File: src/nv_port_pkg.sv
package nv_port_pkg;
  localparam int ADDR_W = 13;
  localparam int DATA_W = 8;
  localparam int CLK_PERIOD_NS = 50;
  // worst-case access and setup figures of the slowest speed grade, in ns
  localparam int ADDRESS_ACCESS_DELAY_NS       = 45;
  localparam int SELECT_ACCESS_DELAY_NS        = 45;
  localparam int OUTPUT_DRIVE_ACCESS_DELAY_NS  = 25;
  localparam int WRITE_DATA_SETUP_NS           = 30;
  localparam int WRITE_PULSE_NS                = 45;
  localparam int BUS_TURN_NS                   = 15;
  // least times round up to whole cycles, never below one
  function automatic int ns_to_cycles(input int ns);
    int c;
    c = (ns + CLK_PERIOD_NS - 1) / CLK_PERIOD_NS;
    return (c < 1) ? 1 : c;
  endfunction : ns_to_cycles
  localparam int READ_ACCESS_NS = (SELECT_ACCESS_DELAY_NS > OUTPUT_DRIVE_ACCESS_DELAY_NS) ?
                                  SELECT_ACCESS_DELAY_NS : OUTPUT_DRIVE_ACCESS_DELAY_NS;
  localparam int CNT_W = 4;
  localparam logic [CNT_W-1:0] READ_CYCLES  = CNT_W'(ns_to_cycles(READ_ACCESS_NS));
  localparam logic [CNT_W-1:0] WRITE_CYCLES = CNT_W'(ns_to_cycles(
    (WRITE_PULSE_NS > WRITE_DATA_SETUP_NS) ? WRITE_PULSE_NS : WRITE_DATA_SETUP_NS));
  localparam logic [CNT_W-1:0] TURN_CYCLES  = CNT_W'(ns_to_cycles(BUS_TURN_NS));
  localparam logic [CNT_W-1:0] CNT_ZERO     = 4'h0;
  localparam logic [ADDR_W-1:0] ADDR_RST    = 13'h0000;
  localparam logic [DATA_W-1:0] DATA_RST    = 8'h00;
  typedef enum logic [2:0] {ST_IDLE, ST_RD, ST_WR, ST_TURN, ST_STORE_REQ, ST_BUSY} port_state_t;
endpackage : nv_port_pkg

File: src/nv_pins_if.sv
`timescale 1ns/1ps
interface nv_pins_if;
  import nv_port_pkg::*;
  logic              select_n;
  logic              write_n;
  logic              drive_n;
  logic              bus_oe_n;
  logic [DATA_W-1:0] dq_o;
  logic              busy_seen;
  modport ctrl (output select_n, output write_n, output drive_n, output bus_oe_n, output dq_o,
                input busy_seen);
  modport pins (input select_n, input write_n, input drive_n, input bus_oe_n, input dq_o,
                output busy_seen);
endinterface : nv_pins_if

File: src/nv_pin_drv.sv
`timescale 1ns/1ps
module nv_pin_drv
  import nv_port_pkg::*;
(
  nv_pins_if.pins    p,
  input  wire logic  store_busy_n_in,
  output logic       select_n_out,
  output logic       write_n_out,
  output logic       drive_n_out,
  output logic [7:0] dq_out,
  output logic       dq_oe_n_out
);
  // pin stage: passes the registered strobes out and reports a low store_busy_n line
  assign select_n_out = p.select_n;
  assign write_n_out  = p.write_n;
  assign drive_n_out  = p.drive_n;
  assign dq_out       = p.dq_o;
  assign dq_oe_n_out  = p.bus_oe_n;
  assign p.busy_seen  = ~store_busy_n_in;
endmodule : nv_pin_drv

File: src/nv_static_ram_port.sv
`timescale 1ns/1ps
// Function
// memory is 8192 bytes on 13 address lines with 8 two-way data lines
// device selected only while select is low
// device drives data only while output drive is low in a read
// read happens with select and drive low, write strobe and busy high
// read data follows address and holds until a control change
// read data valid after later of select and drive access delays
// write happens with select and strobe low while busy high
// host holds address stable through the whole write access
// host presents write data a setup time before the ending edge
// host keeps output drive high throughout a write
// device turns its buffers off shortly after write strobe falls
// device pulls busy low while a store runs
// any party may pull busy low to request a store
// busy line floats high through a weak pull-up
// device blocks reads and writes during store or recall
// at most one million stores, unlimited other accesses
// store request acts only after a write since last store or recall
// writes requested after busy falls wait until it returns high
// device keeps a full shadow array copied on store and recall; the model copies shadow on store only and has no recall
module nv_static_ram_port
  import nv_port_pkg::*;
(
  input  wire logic              clock_in,
  input  wire logic              rst_b_in,
  input  wire logic              req_valid_in,
  input  wire logic              req_write_in,
  input  wire logic [ADDR_W-1:0] req_addr_in,
  input  wire logic [DATA_W-1:0] req_wdata_in,
  input  wire logic              store_req_in,
  output logic                   req_ready_out,
  output logic                   rsp_valid_out,
  output logic [DATA_W-1:0]      rsp_rdata_out,
  output logic                   busy_out,
  output logic [ADDR_W-1:0]      addr_out,
  output logic                   select_n_out,
  output logic                   write_n_out,
  output logic                   drive_n_out,
  output logic [DATA_W-1:0]      dq_out,
  output logic                   dq_oe_n_out,
  input  wire logic [DATA_W-1:0] dq_in,
  output logic                   store_busy_n_out,
  output logic                   store_busy_oe_n_out,
  input  wire logic              store_busy_n_in
);

  nv_pins_if pins ();

  port_state_t             state_q;
  port_state_t             state_d;
  logic [CNT_W-1:0]        cnt_q;
  logic [ADDR_W-1:0]       addr_q;
  logic [DATA_W-1:0]       wdata_q;
  logic [DATA_W-1:0]       rdata_q;
  logic                    rsp_q;
  logic                    select_n_q;
  logic                    write_n_q;
  logic                    drive_n_q;
  logic                    bus_oe_n_q;
  logic                    pull_q;

  ////////////////////////////////////////////////////////////////////////////
  // decode

  wire busy_low   = pins.busy_seen;
  wire cnt_done   = (cnt_q == CNT_ZERO);
  wire idle       = (state_q == ST_IDLE);
  wire take_req   = idle & req_valid_in & ~busy_low;
  wire take_store = idle & ~req_valid_in & store_req_in & ~busy_low;
  wire [CNT_W-1:0] cnt_load =
    (take_req & req_write_in) ? WRITE_CYCLES :
    take_req                  ? READ_CYCLES  :
    (state_q == ST_WR) & cnt_done ? TURN_CYCLES : CNT_ZERO;
  wire cnt_loading = take_req | ((state_q == ST_WR) & cnt_done);

  always_comb begin
    state_d = state_q;
    case (state_q)
      ST_IDLE: begin
        if (take_req) begin
          state_d = req_write_in ? ST_WR : ST_RD;
        end else if (take_store) begin
          state_d = ST_STORE_REQ;
        end else if (busy_low) begin
          state_d = ST_BUSY;
        end
      end
      ST_RD: begin
        if (cnt_done) begin
          state_d = ST_IDLE;
        end
      end
      ST_WR: begin
        if (cnt_done) begin
          state_d = ST_TURN;
        end
      end
      ST_TURN: begin
        if (cnt_done) begin
          state_d = ST_IDLE;
        end
      end
      ST_STORE_REQ: begin
        if (busy_low) begin
          state_d = ST_BUSY;
        end
      end
      ST_BUSY: begin
        if (~busy_low) begin
          state_d = ST_IDLE;
        end
      end
      default: begin
        state_d = ST_IDLE;
      end
    endcase
  end

  ////////////////////////////////////////////////////////////////////////////
  // sequencer

  always_ff @(posedge clock_in or negedge rst_b_in) begin
    if (!rst_b_in) begin
      state_q <= ST_IDLE;
      cnt_q   <= CNT_ZERO;
    end else begin
      state_q <= state_d;
      if (cnt_loading) begin
        cnt_q <= cnt_load;
      end else if (!cnt_done) begin
        cnt_q <= cnt_q - 4'h1;
      end
    end
  end

  // address and data held for the whole access; the latch only loads in idle
  always_ff @(posedge clock_in or negedge rst_b_in) begin
    if (!rst_b_in) begin
      addr_q  <= ADDR_RST;
      wdata_q <= DATA_RST;
    end else if (take_req) begin
      addr_q  <= req_addr_in;
      wdata_q <= req_wdata_in;
    end
  end

  ////////////////////////////////////////////////////////////////////////////
  // pin strobes

  wire next_rd   = (state_d == ST_RD);
  wire next_wr   = (state_d == ST_WR);
  wire next_turn = (state_d == ST_TURN);

  always_ff @(posedge clock_in or negedge rst_b_in) begin
    if (!rst_b_in) begin
      select_n_q <= 1'b1;
      write_n_q  <= 1'b1;
      drive_n_q  <= 1'b1;
      bus_oe_n_q <= 1'b1;
      pull_q     <= 1'b0;
    end else begin
      select_n_q <= ~(next_rd | next_wr);
      write_n_q  <= ~next_wr;
      drive_n_q  <= ~next_rd;
      // data held through both turn cycles so it outlasts the strobe rise
      bus_oe_n_q <= ~(next_wr | next_turn);
      pull_q     <= (state_d == ST_STORE_REQ);
    end
  end

  // sample on the last counted cycle, once the later access delay has passed
  wire rd_sample = (state_q == ST_RD) & cnt_done;

  always_ff @(posedge clock_in or negedge rst_b_in) begin
    if (!rst_b_in) begin
      rdata_q <= DATA_RST;
      rsp_q   <= 1'b0;
    end else begin
      rsp_q <= rd_sample | ((state_q == ST_TURN) & cnt_done);
      if (rd_sample) begin
        rdata_q <= dq_in;
      end
    end
  end

  assign pins.select_n = select_n_q;
  assign pins.write_n  = write_n_q;
  assign pins.drive_n  = drive_n_q;
  assign pins.bus_oe_n = bus_oe_n_q;
  assign pins.dq_o     = wdata_q;

  nv_pin_drv u_pin_drv (
    .p               (pins.pins),
    .store_busy_n_in (store_busy_n_in),
    .select_n_out    (select_n_out),
    .write_n_out     (write_n_out),
    .drive_n_out     (drive_n_out),
    .dq_out          (dq_out),
    .dq_oe_n_out     (dq_oe_n_out)
  );

  // open drain: only ever drives low, the pull-up restores high
  assign store_busy_n_out    = 1'b0;
  assign store_busy_oe_n_out = ~pull_q;
  assign addr_out            = addr_q;
  assign req_ready_out       = idle & ~busy_low;
  assign rsp_valid_out       = rsp_q;
  assign rsp_rdata_out       = rdata_q;
  assign busy_out            = busy_low;
endmodule : nv_static_ram_port

File: config.mk
export PLATFORM = sky130hd
export DESIGN_NAME = nv_static_ram_port
export DESIGN_NICKNAME = d
export VERILOG_FILES = /design/src/nv_port_pkg.sv /design/src/nv_pins_if.sv /design/src/nv_pin_drv.sv /design/src/nv_static_ram_port.sv
export SDC_FILE = /design/constraint.sdc
export NUM_CORES = 1
export LEC_CHECK = 0
export ABC_AREA = 1
export BUFFER_PORTS_ARGS = -buffer_cell sky130_fd_sc_hd__clkbuf_2
export CAP_MARGIN = 20
export CORE_MARGIN = 1.5
export CORE_UTILIZATION = 40
export CTS_CLUSTER_DIAMETER = 100
export DETAILED_ROUTE_END_ITERATION = 8
export GPL_TIMING_DRIVEN = 1
export HOLD_SLACK_MARGIN = 0.1
export PLACE_DENSITY_LB_ADDON = 0.2
export SYNTH_ARGS = -nofsm -noshare
export SYNTH_HDL_FRONTEND = slang
export SYNTH_SLANG_ARGS = --single-unit
File: constraint.sdc
create_clock -name clock_in -period 2 [get_ports clock_in]
set_input_delay 0.1 -clock clock_in [delete_from_list [all_inputs] [get_ports clock_in]]
set_output_delay 0.1 -clock clock_in [all_outputs]
set_load 0.05 [all_outputs]
==> After elaboration in Yosys (flattened, before gate mapping) <==
Cells that the tools add are included.
{ "op_classes": {"addsub": 1, "eq_ne": 10, "mux": 13, "bitwise": 21, "n_reduce_logical": 3} }
{ "ops": {"columns": ["op", "count"], "rows": [
  ["$mux 3", 6],
  ["$pmux 3 s5", 1],
  ["$eq 3x2->1 const B", 4],
  ["$and 1x1->1", 10],
  ["$eq 3x3->1 const B", 3],
  ["$mux 4", 2],
  ["$not 1->1", 7],
  ["$eq 3x1->1 const B", 2],
  ["$logic_not 4->1", 1],
  ["$or 1x1->1", 4],
  ["$sub 4x1->4 const B", 1],
  ["$logic_not 3->1", 1],
  ["$mux 1", 3],
  ["$mux 2", 1],
  ["$ne 2x1->1 const B", 1],
  ["$reduce_or 2->1", 1]
]} }
{ "word_totals": {"register_bits": 42, "in_bits": 35, "output_inout_bits": 38, "word_cells": 59} }

==> Depth between registers and ports, before layout <==
{ "logic_depth": {"word_depth": 10, "mapped_depth": 11, "ltp_nobuf": 11} }

==> Cells and area by module <==
A second synthesis with hierarchy kept.
{ "unflattened": {"cells_unflattened": 197, "area_unflattened_um2": 1841.8} }
{ "modules_own_cells": {"columns": ["mod", "instances", "cells_per_inst", "area_each_um2"], "rows": [
  ["nv_static_ram_port", 1, 184, 1747.9],
  ["nv_pin_drv", 1, 13, 93.8]
]} }

==> Worst setup path before layout <==
Ideal clock, no wire load.
{ "synth_timing": {"path_type": "register to register", "from": "register cnt_q[0]", "to": "register rdata_q[0] (netlist: rsp_rdata_out[0])", "setup_time_ps": 125, "arrival_time_ps": 1262, "setup_slack_ps": 613, "path_stages_with_launch": 7, "path_buffers": 0, "synth_period_minus_slack_ps": 1387, "path_cell_list": "dfrtp_1 inv_1 ha_1 nand2_1 nor2_2 nand2_2 mux2_2"} }
{ "synth_via": {"elab_chain_len": 2} }
{ "synth_rtl": {"columns": ["element", "line", "text"], "rows": [
  ["start, declared", "nv_static_ram_port.sv:52", "logic [CNT_W-1:0] cnt_q;"],
  ["start signal, assigned", "nv_static_ram_port.sv:130", "cnt_q <= cnt_load;"],
  ["start signal, assigned", "nv_static_ram_port.sv:132", "cnt_q <= cnt_q - 4'h1;"],
  ["$logic_not 4->1", "nv_static_ram_port.sv:67", "wire cnt_done = (cnt_q == CNT_ZERO);"],
  ["$and 1x1->1", "nv_static_ram_port.sv:173", "wire rd_sample = (state_q == ST_RD) & cnt_done;"],
  ["end signal, assigned", "nv_static_ram_port.sv:182", "rdata_q <= dq_in;"],
  ["end, declared", "nv_static_ram_port.sv:55", "logic [DATA_W-1:0] rdata_q;"]
]} }
Every way passes these cells.
A chain may end at the register's enable or synchronous reset.

==> Final worst setup path <==
{ "layout_timing": {"from": "register cnt_q[0]", "to": "register rdata_q[2] (netlist: rsp_rdata_out[2])"} }
Same word-level chain as after synthesis.

==> summary.md <==
| Metric | Value |
|---|---|
| Run status | `finished, final reports clean` |
| Area growth from synthesis to final layout | `46.74%` |
| Highest-delay cell along the critical path | `dfrtp_1` |
| Quantity of gates resized following cts | `0` |
| Total Negative Setup Slacks | `0 ns` |
| Maximum fanout count along the critical path | `8` |
| Number of buffers inserted during clock tree synthesis | `5` |
| Drt via density | `4.503` |
| Critical path start-end classification | `reg -> reg` |
| Setup ws final | `0.4653 ns` |
| Hold worst-path end | `pull_q$_DFF_PN0_` |
| Reg2reg end | `rsp_rdata_out[2]$_DFFE_PN0P_` |
| Count of standard-cell rows | `23` |
| Post-placement setup slack | `0.4600 ns` |
| Grt total ovfl | `0` |
| Worst supply voltage drop on vdd | `0.0008249 V` |
| Count of port buffers added during placement | `71` |
| Cell count after synthesis | `184` |
| Met3 capacity usage during global routing | `0.06287` |
| Arr. time, crit path | `around 1.7 ns` |
| H-tree lvl count | `2` |
| Headroom to the max-slew limit | `0.4573` |
| Setup Skew | `between 0.007 and 0.008 ns` |
| Final critical delay including setup and external delays | `~1.5 ns` |
| Post-detailed-routing wire length | `between 4 and 5 mm` |
| Slew @ Worst Pin | `a little over 0.8 ns` |
| Reg2Reg Setup Slack | `0.47 ns` |
| Largest net degree at the start of global routing | `34` |
| Worst R2R Path Depth | `6` |
| Combined global-route utilization of all metal layers | `0.1853` |
| Cell depth of the worst min-delay path | `4` |
| Initial drt markers | `between 70 and 80` |
| Endpoints failing setup | `0` |
| Die ar. | `4769 um^2` |
| Hold Violations, Final | `0` |
| Final weighted congestion of routability-driven global placement | `between 0.8 and 0.9` |
| Power per standard cell area | `between 1500 and 2000 nW/um^2` |
| Number of clock sinks | `42` |
| Layer carrying the most global-route usage | `met2` |
| Via count | `1540` |
| Die outline width | `between 60 and 70 um` |
| Clock slew at reported path FFs | `about 0.080 ns` |
| Number of antenna-violating nets in the routed design | `0` |
| Effective utilization at floorplan | `0.4271` |
| First-pass DRT Iterations | `5` |
| Commonest non-fill, non-tap cell in the layout | `nand2_1` |
| Clock buffer depth | `2` |
| Per-cell routed wire length | `about 12 um` |
| DRC violations left | `0` |
| Post-synthesis net count | `220` |
| Share of final-layout standard cells stronger than drive strength 1 | `0.3699` |
| # diodes | `0` |
| CTS Root Cell | `clkbuf_8` |
| Total half-perimeter wirelength after legalization and detailed placement | `between 2 and 3 mm` |
| Number of antenna violations at the first check in global routing | `0` |
| Max capacitance violation total | `0` |
| Core outline area | `roughly 4000 um^2` |
| Final worst path period share | `0.7673` |
| Register area share after synthesis | `0.6050` |
| Die extent in y | `~69 um` |
| Highest clock frequency the design can meet | `651.6 MHz` |
| Setup repair after global routing missed its margin | `no` |
| Wire length of the first global-routing pass | `around 7 mm` |
| Critical path, cell by cell | `inv_1 -> ha_1 -> nand2_1 -> nor2_2 -> nand2_2 -> mux2_2` |
| Worst reg2reg path startpoint | `cnt_q[0]$_DFFE_PN0P_` |
| Total standard cell area after synthesis | `roughly 1700 um^2` |
| Met2 Usage GRT | `0.2917` |
| Sort of element at the start of the critical path | `flip-flop` |
| Synth Register Bits | `42` |
| Count of boundary I/O pins | `73` |
| Via count of the first global-routing pass | `1537` |
| Leakage component of the power | `~1.4 nW` |
| Nets@finish | `roughly 330` |
| Mapped Avg Cell Area | `between 9 and 10 um^2` |
| Instance area after placement | `between 2000 and 2500 um^2` |
| Count of synthesis-stage warnings from yosys | `0` |
| Met1 layer usage reported by global route | `0.2338` |
| Critical Path End Type | `flip-flop` |
| Longest individual stage delay on the worst path | `approximately 0.38 ns` |
| TritonCTS clock tree | `yes` |
| Startpoint of the worst hold path | `store_busy_n_in` |
| Leading cell types in the layout, fill and taps excluded | `78 x nand2_1, 71 x clkbuf_2, 38 x dfrtp_1` |
| Path type of the worst min-delay path | `in -> reg` |
| Required time of the critical path | `2.18 ns` |
| Number of pins with negative max-slew slack in the final report | `0` |
| Count of unique library cells instantiated by Yosys | `23` |
| Final Instance Area | `~2600 um^2` |
| Clock insertion delay at the later pin of the skew report | `0.30 ns` |
[where the power goes]
group	switching [W]	leakage [nW]	internal, W
clock	0.000284	0.0489	0.000285
combinational	0.00181	0.842	0.000621
sequential	0.000224	0.511	0.00126
total	0.00232	1.40	0.00216
[layout make-up]
class / instances / area [um^2]
fillers: 346 / 1525
clock buffers: 7 / 86.33
inverters: 13 / 48.80
flip-flops and latches: 42 / 1056
well taps: 50 / 62.56
multi-input cells: 124 / 613.1
clock inverters: 1 / 8.758
repair buffers: 105 / 685.7
[layer usage]
| layer | vias up | part of all wire |
|---|---|---|
| met2 | 57 | 0.48 |
| met1 | 694 | 0.44 |
| met3 | 11 | 0.062 |
| li1 | 778 | - |
| met5 | - | 0 |
| met4 | 0 | 0.024 |
[worst max-delay path by stage]
stage,startpoint,to,slack [ns],cells after the start
after floorplan,cnt_q[0]$_DFFE_PN0P_,rsp_rdata_out[0]$_DFFE_PN0P_,0.61,6
after global placement,cnt_q[0]$_DFFE_PN0P_,rsp_rdata_out[7]$_DFFE_PN0P_,0.53,6
after detailed placement,cnt_q[0]$_DFFE_PN0P_,rsp_rdata_out[2]$_DFFE_PN0P_,0.46,6
after CTS,cnt_q[0]$_DFFE_PN0P_,rsp_rdata_out[2]$_DFFE_PN0P_,0.45,6
after global routing,cnt_q[0]$_DFFE_PN0P_,rsp_rdata_out[2]$_DFFE_PN0P_,0.32,6
final,cnt_q[0]$_DFFE_PN0P_,rsp_rdata_out[2]$_DFFE_PN0P_,0.47,6
[metrics by stage]
stage          total power [W]  cells  hold WS, ns    util
3_3_place_gp          0.003853    304       0.2313  0.5300
4_1_cts               0.004516    342       0.1468  0.6268
3_5_place_dp          0.003885    304       0.2316  0.5300
5_1_grt               0.004795    342       0.1758  0.6268
6_report              0.004479    342       0.1500  0.6268
2_1_floorplan         0.003338    184      -0.1956       -
[timing repair]
| action | CTS | global route |
|---|---|---|
| buffers inserted | 0 | 0 |
| setup endpoints to repair | 0 | 0 |
| hold endpoints to repair | 56 | 0 |
| hold buffers | 30 | 0 |
[worst max-delay path, delay by kind of cell (launching register included)]
family | cells | cell delay (ns)
and+or+nand+nor | 3 | 0.46
muxes | 1 | 0.31
DFF | 1 | 0.38
adders and majority gates | 1 | 0.18
buffers and inverters | 1 | 0.09
[sequential cells by signal, indices dropped and copies added (netlist names)]
name	cells
addr_out	13
bus_oe_n_q	1
cnt_q	4
drive_n_q	1
pins.dq_o	8
pins.select_n	1
pins.write_n	1
pull_q	1
rsp_rdata_out	8
rsp_valid_out	1
state_q	3
[cell usage after synthesis (all sizes together)]
master  instances  share of area
nand4           1         0.0072
mux2            8          0.052
nand2          81           0.18
o21ai           3         0.0086
nor2           14          0.039
a21oi           3         0.0086
dfstp           4          0.060
xor2            1         0.0050
conb            1         0.0021
dfrtp          38           0.54
nand3           8          0.032
or2             1         0.0036
inv            13          0.028
nor3            2         0.0086
ha              1         0.0072
buf             5          0.016
[cells by family after synthesis]
kind of cell | synth area share
compound gates | 0.01720
xor+xnor | 0.005019
fa+ha+maj | 0.007167
buf+inv | 0.04373
flops | 0.6050
mux | 0.05161
other cells | 0.002148
simple gates | 0.2681
Power figures use the tool's default switching activity.
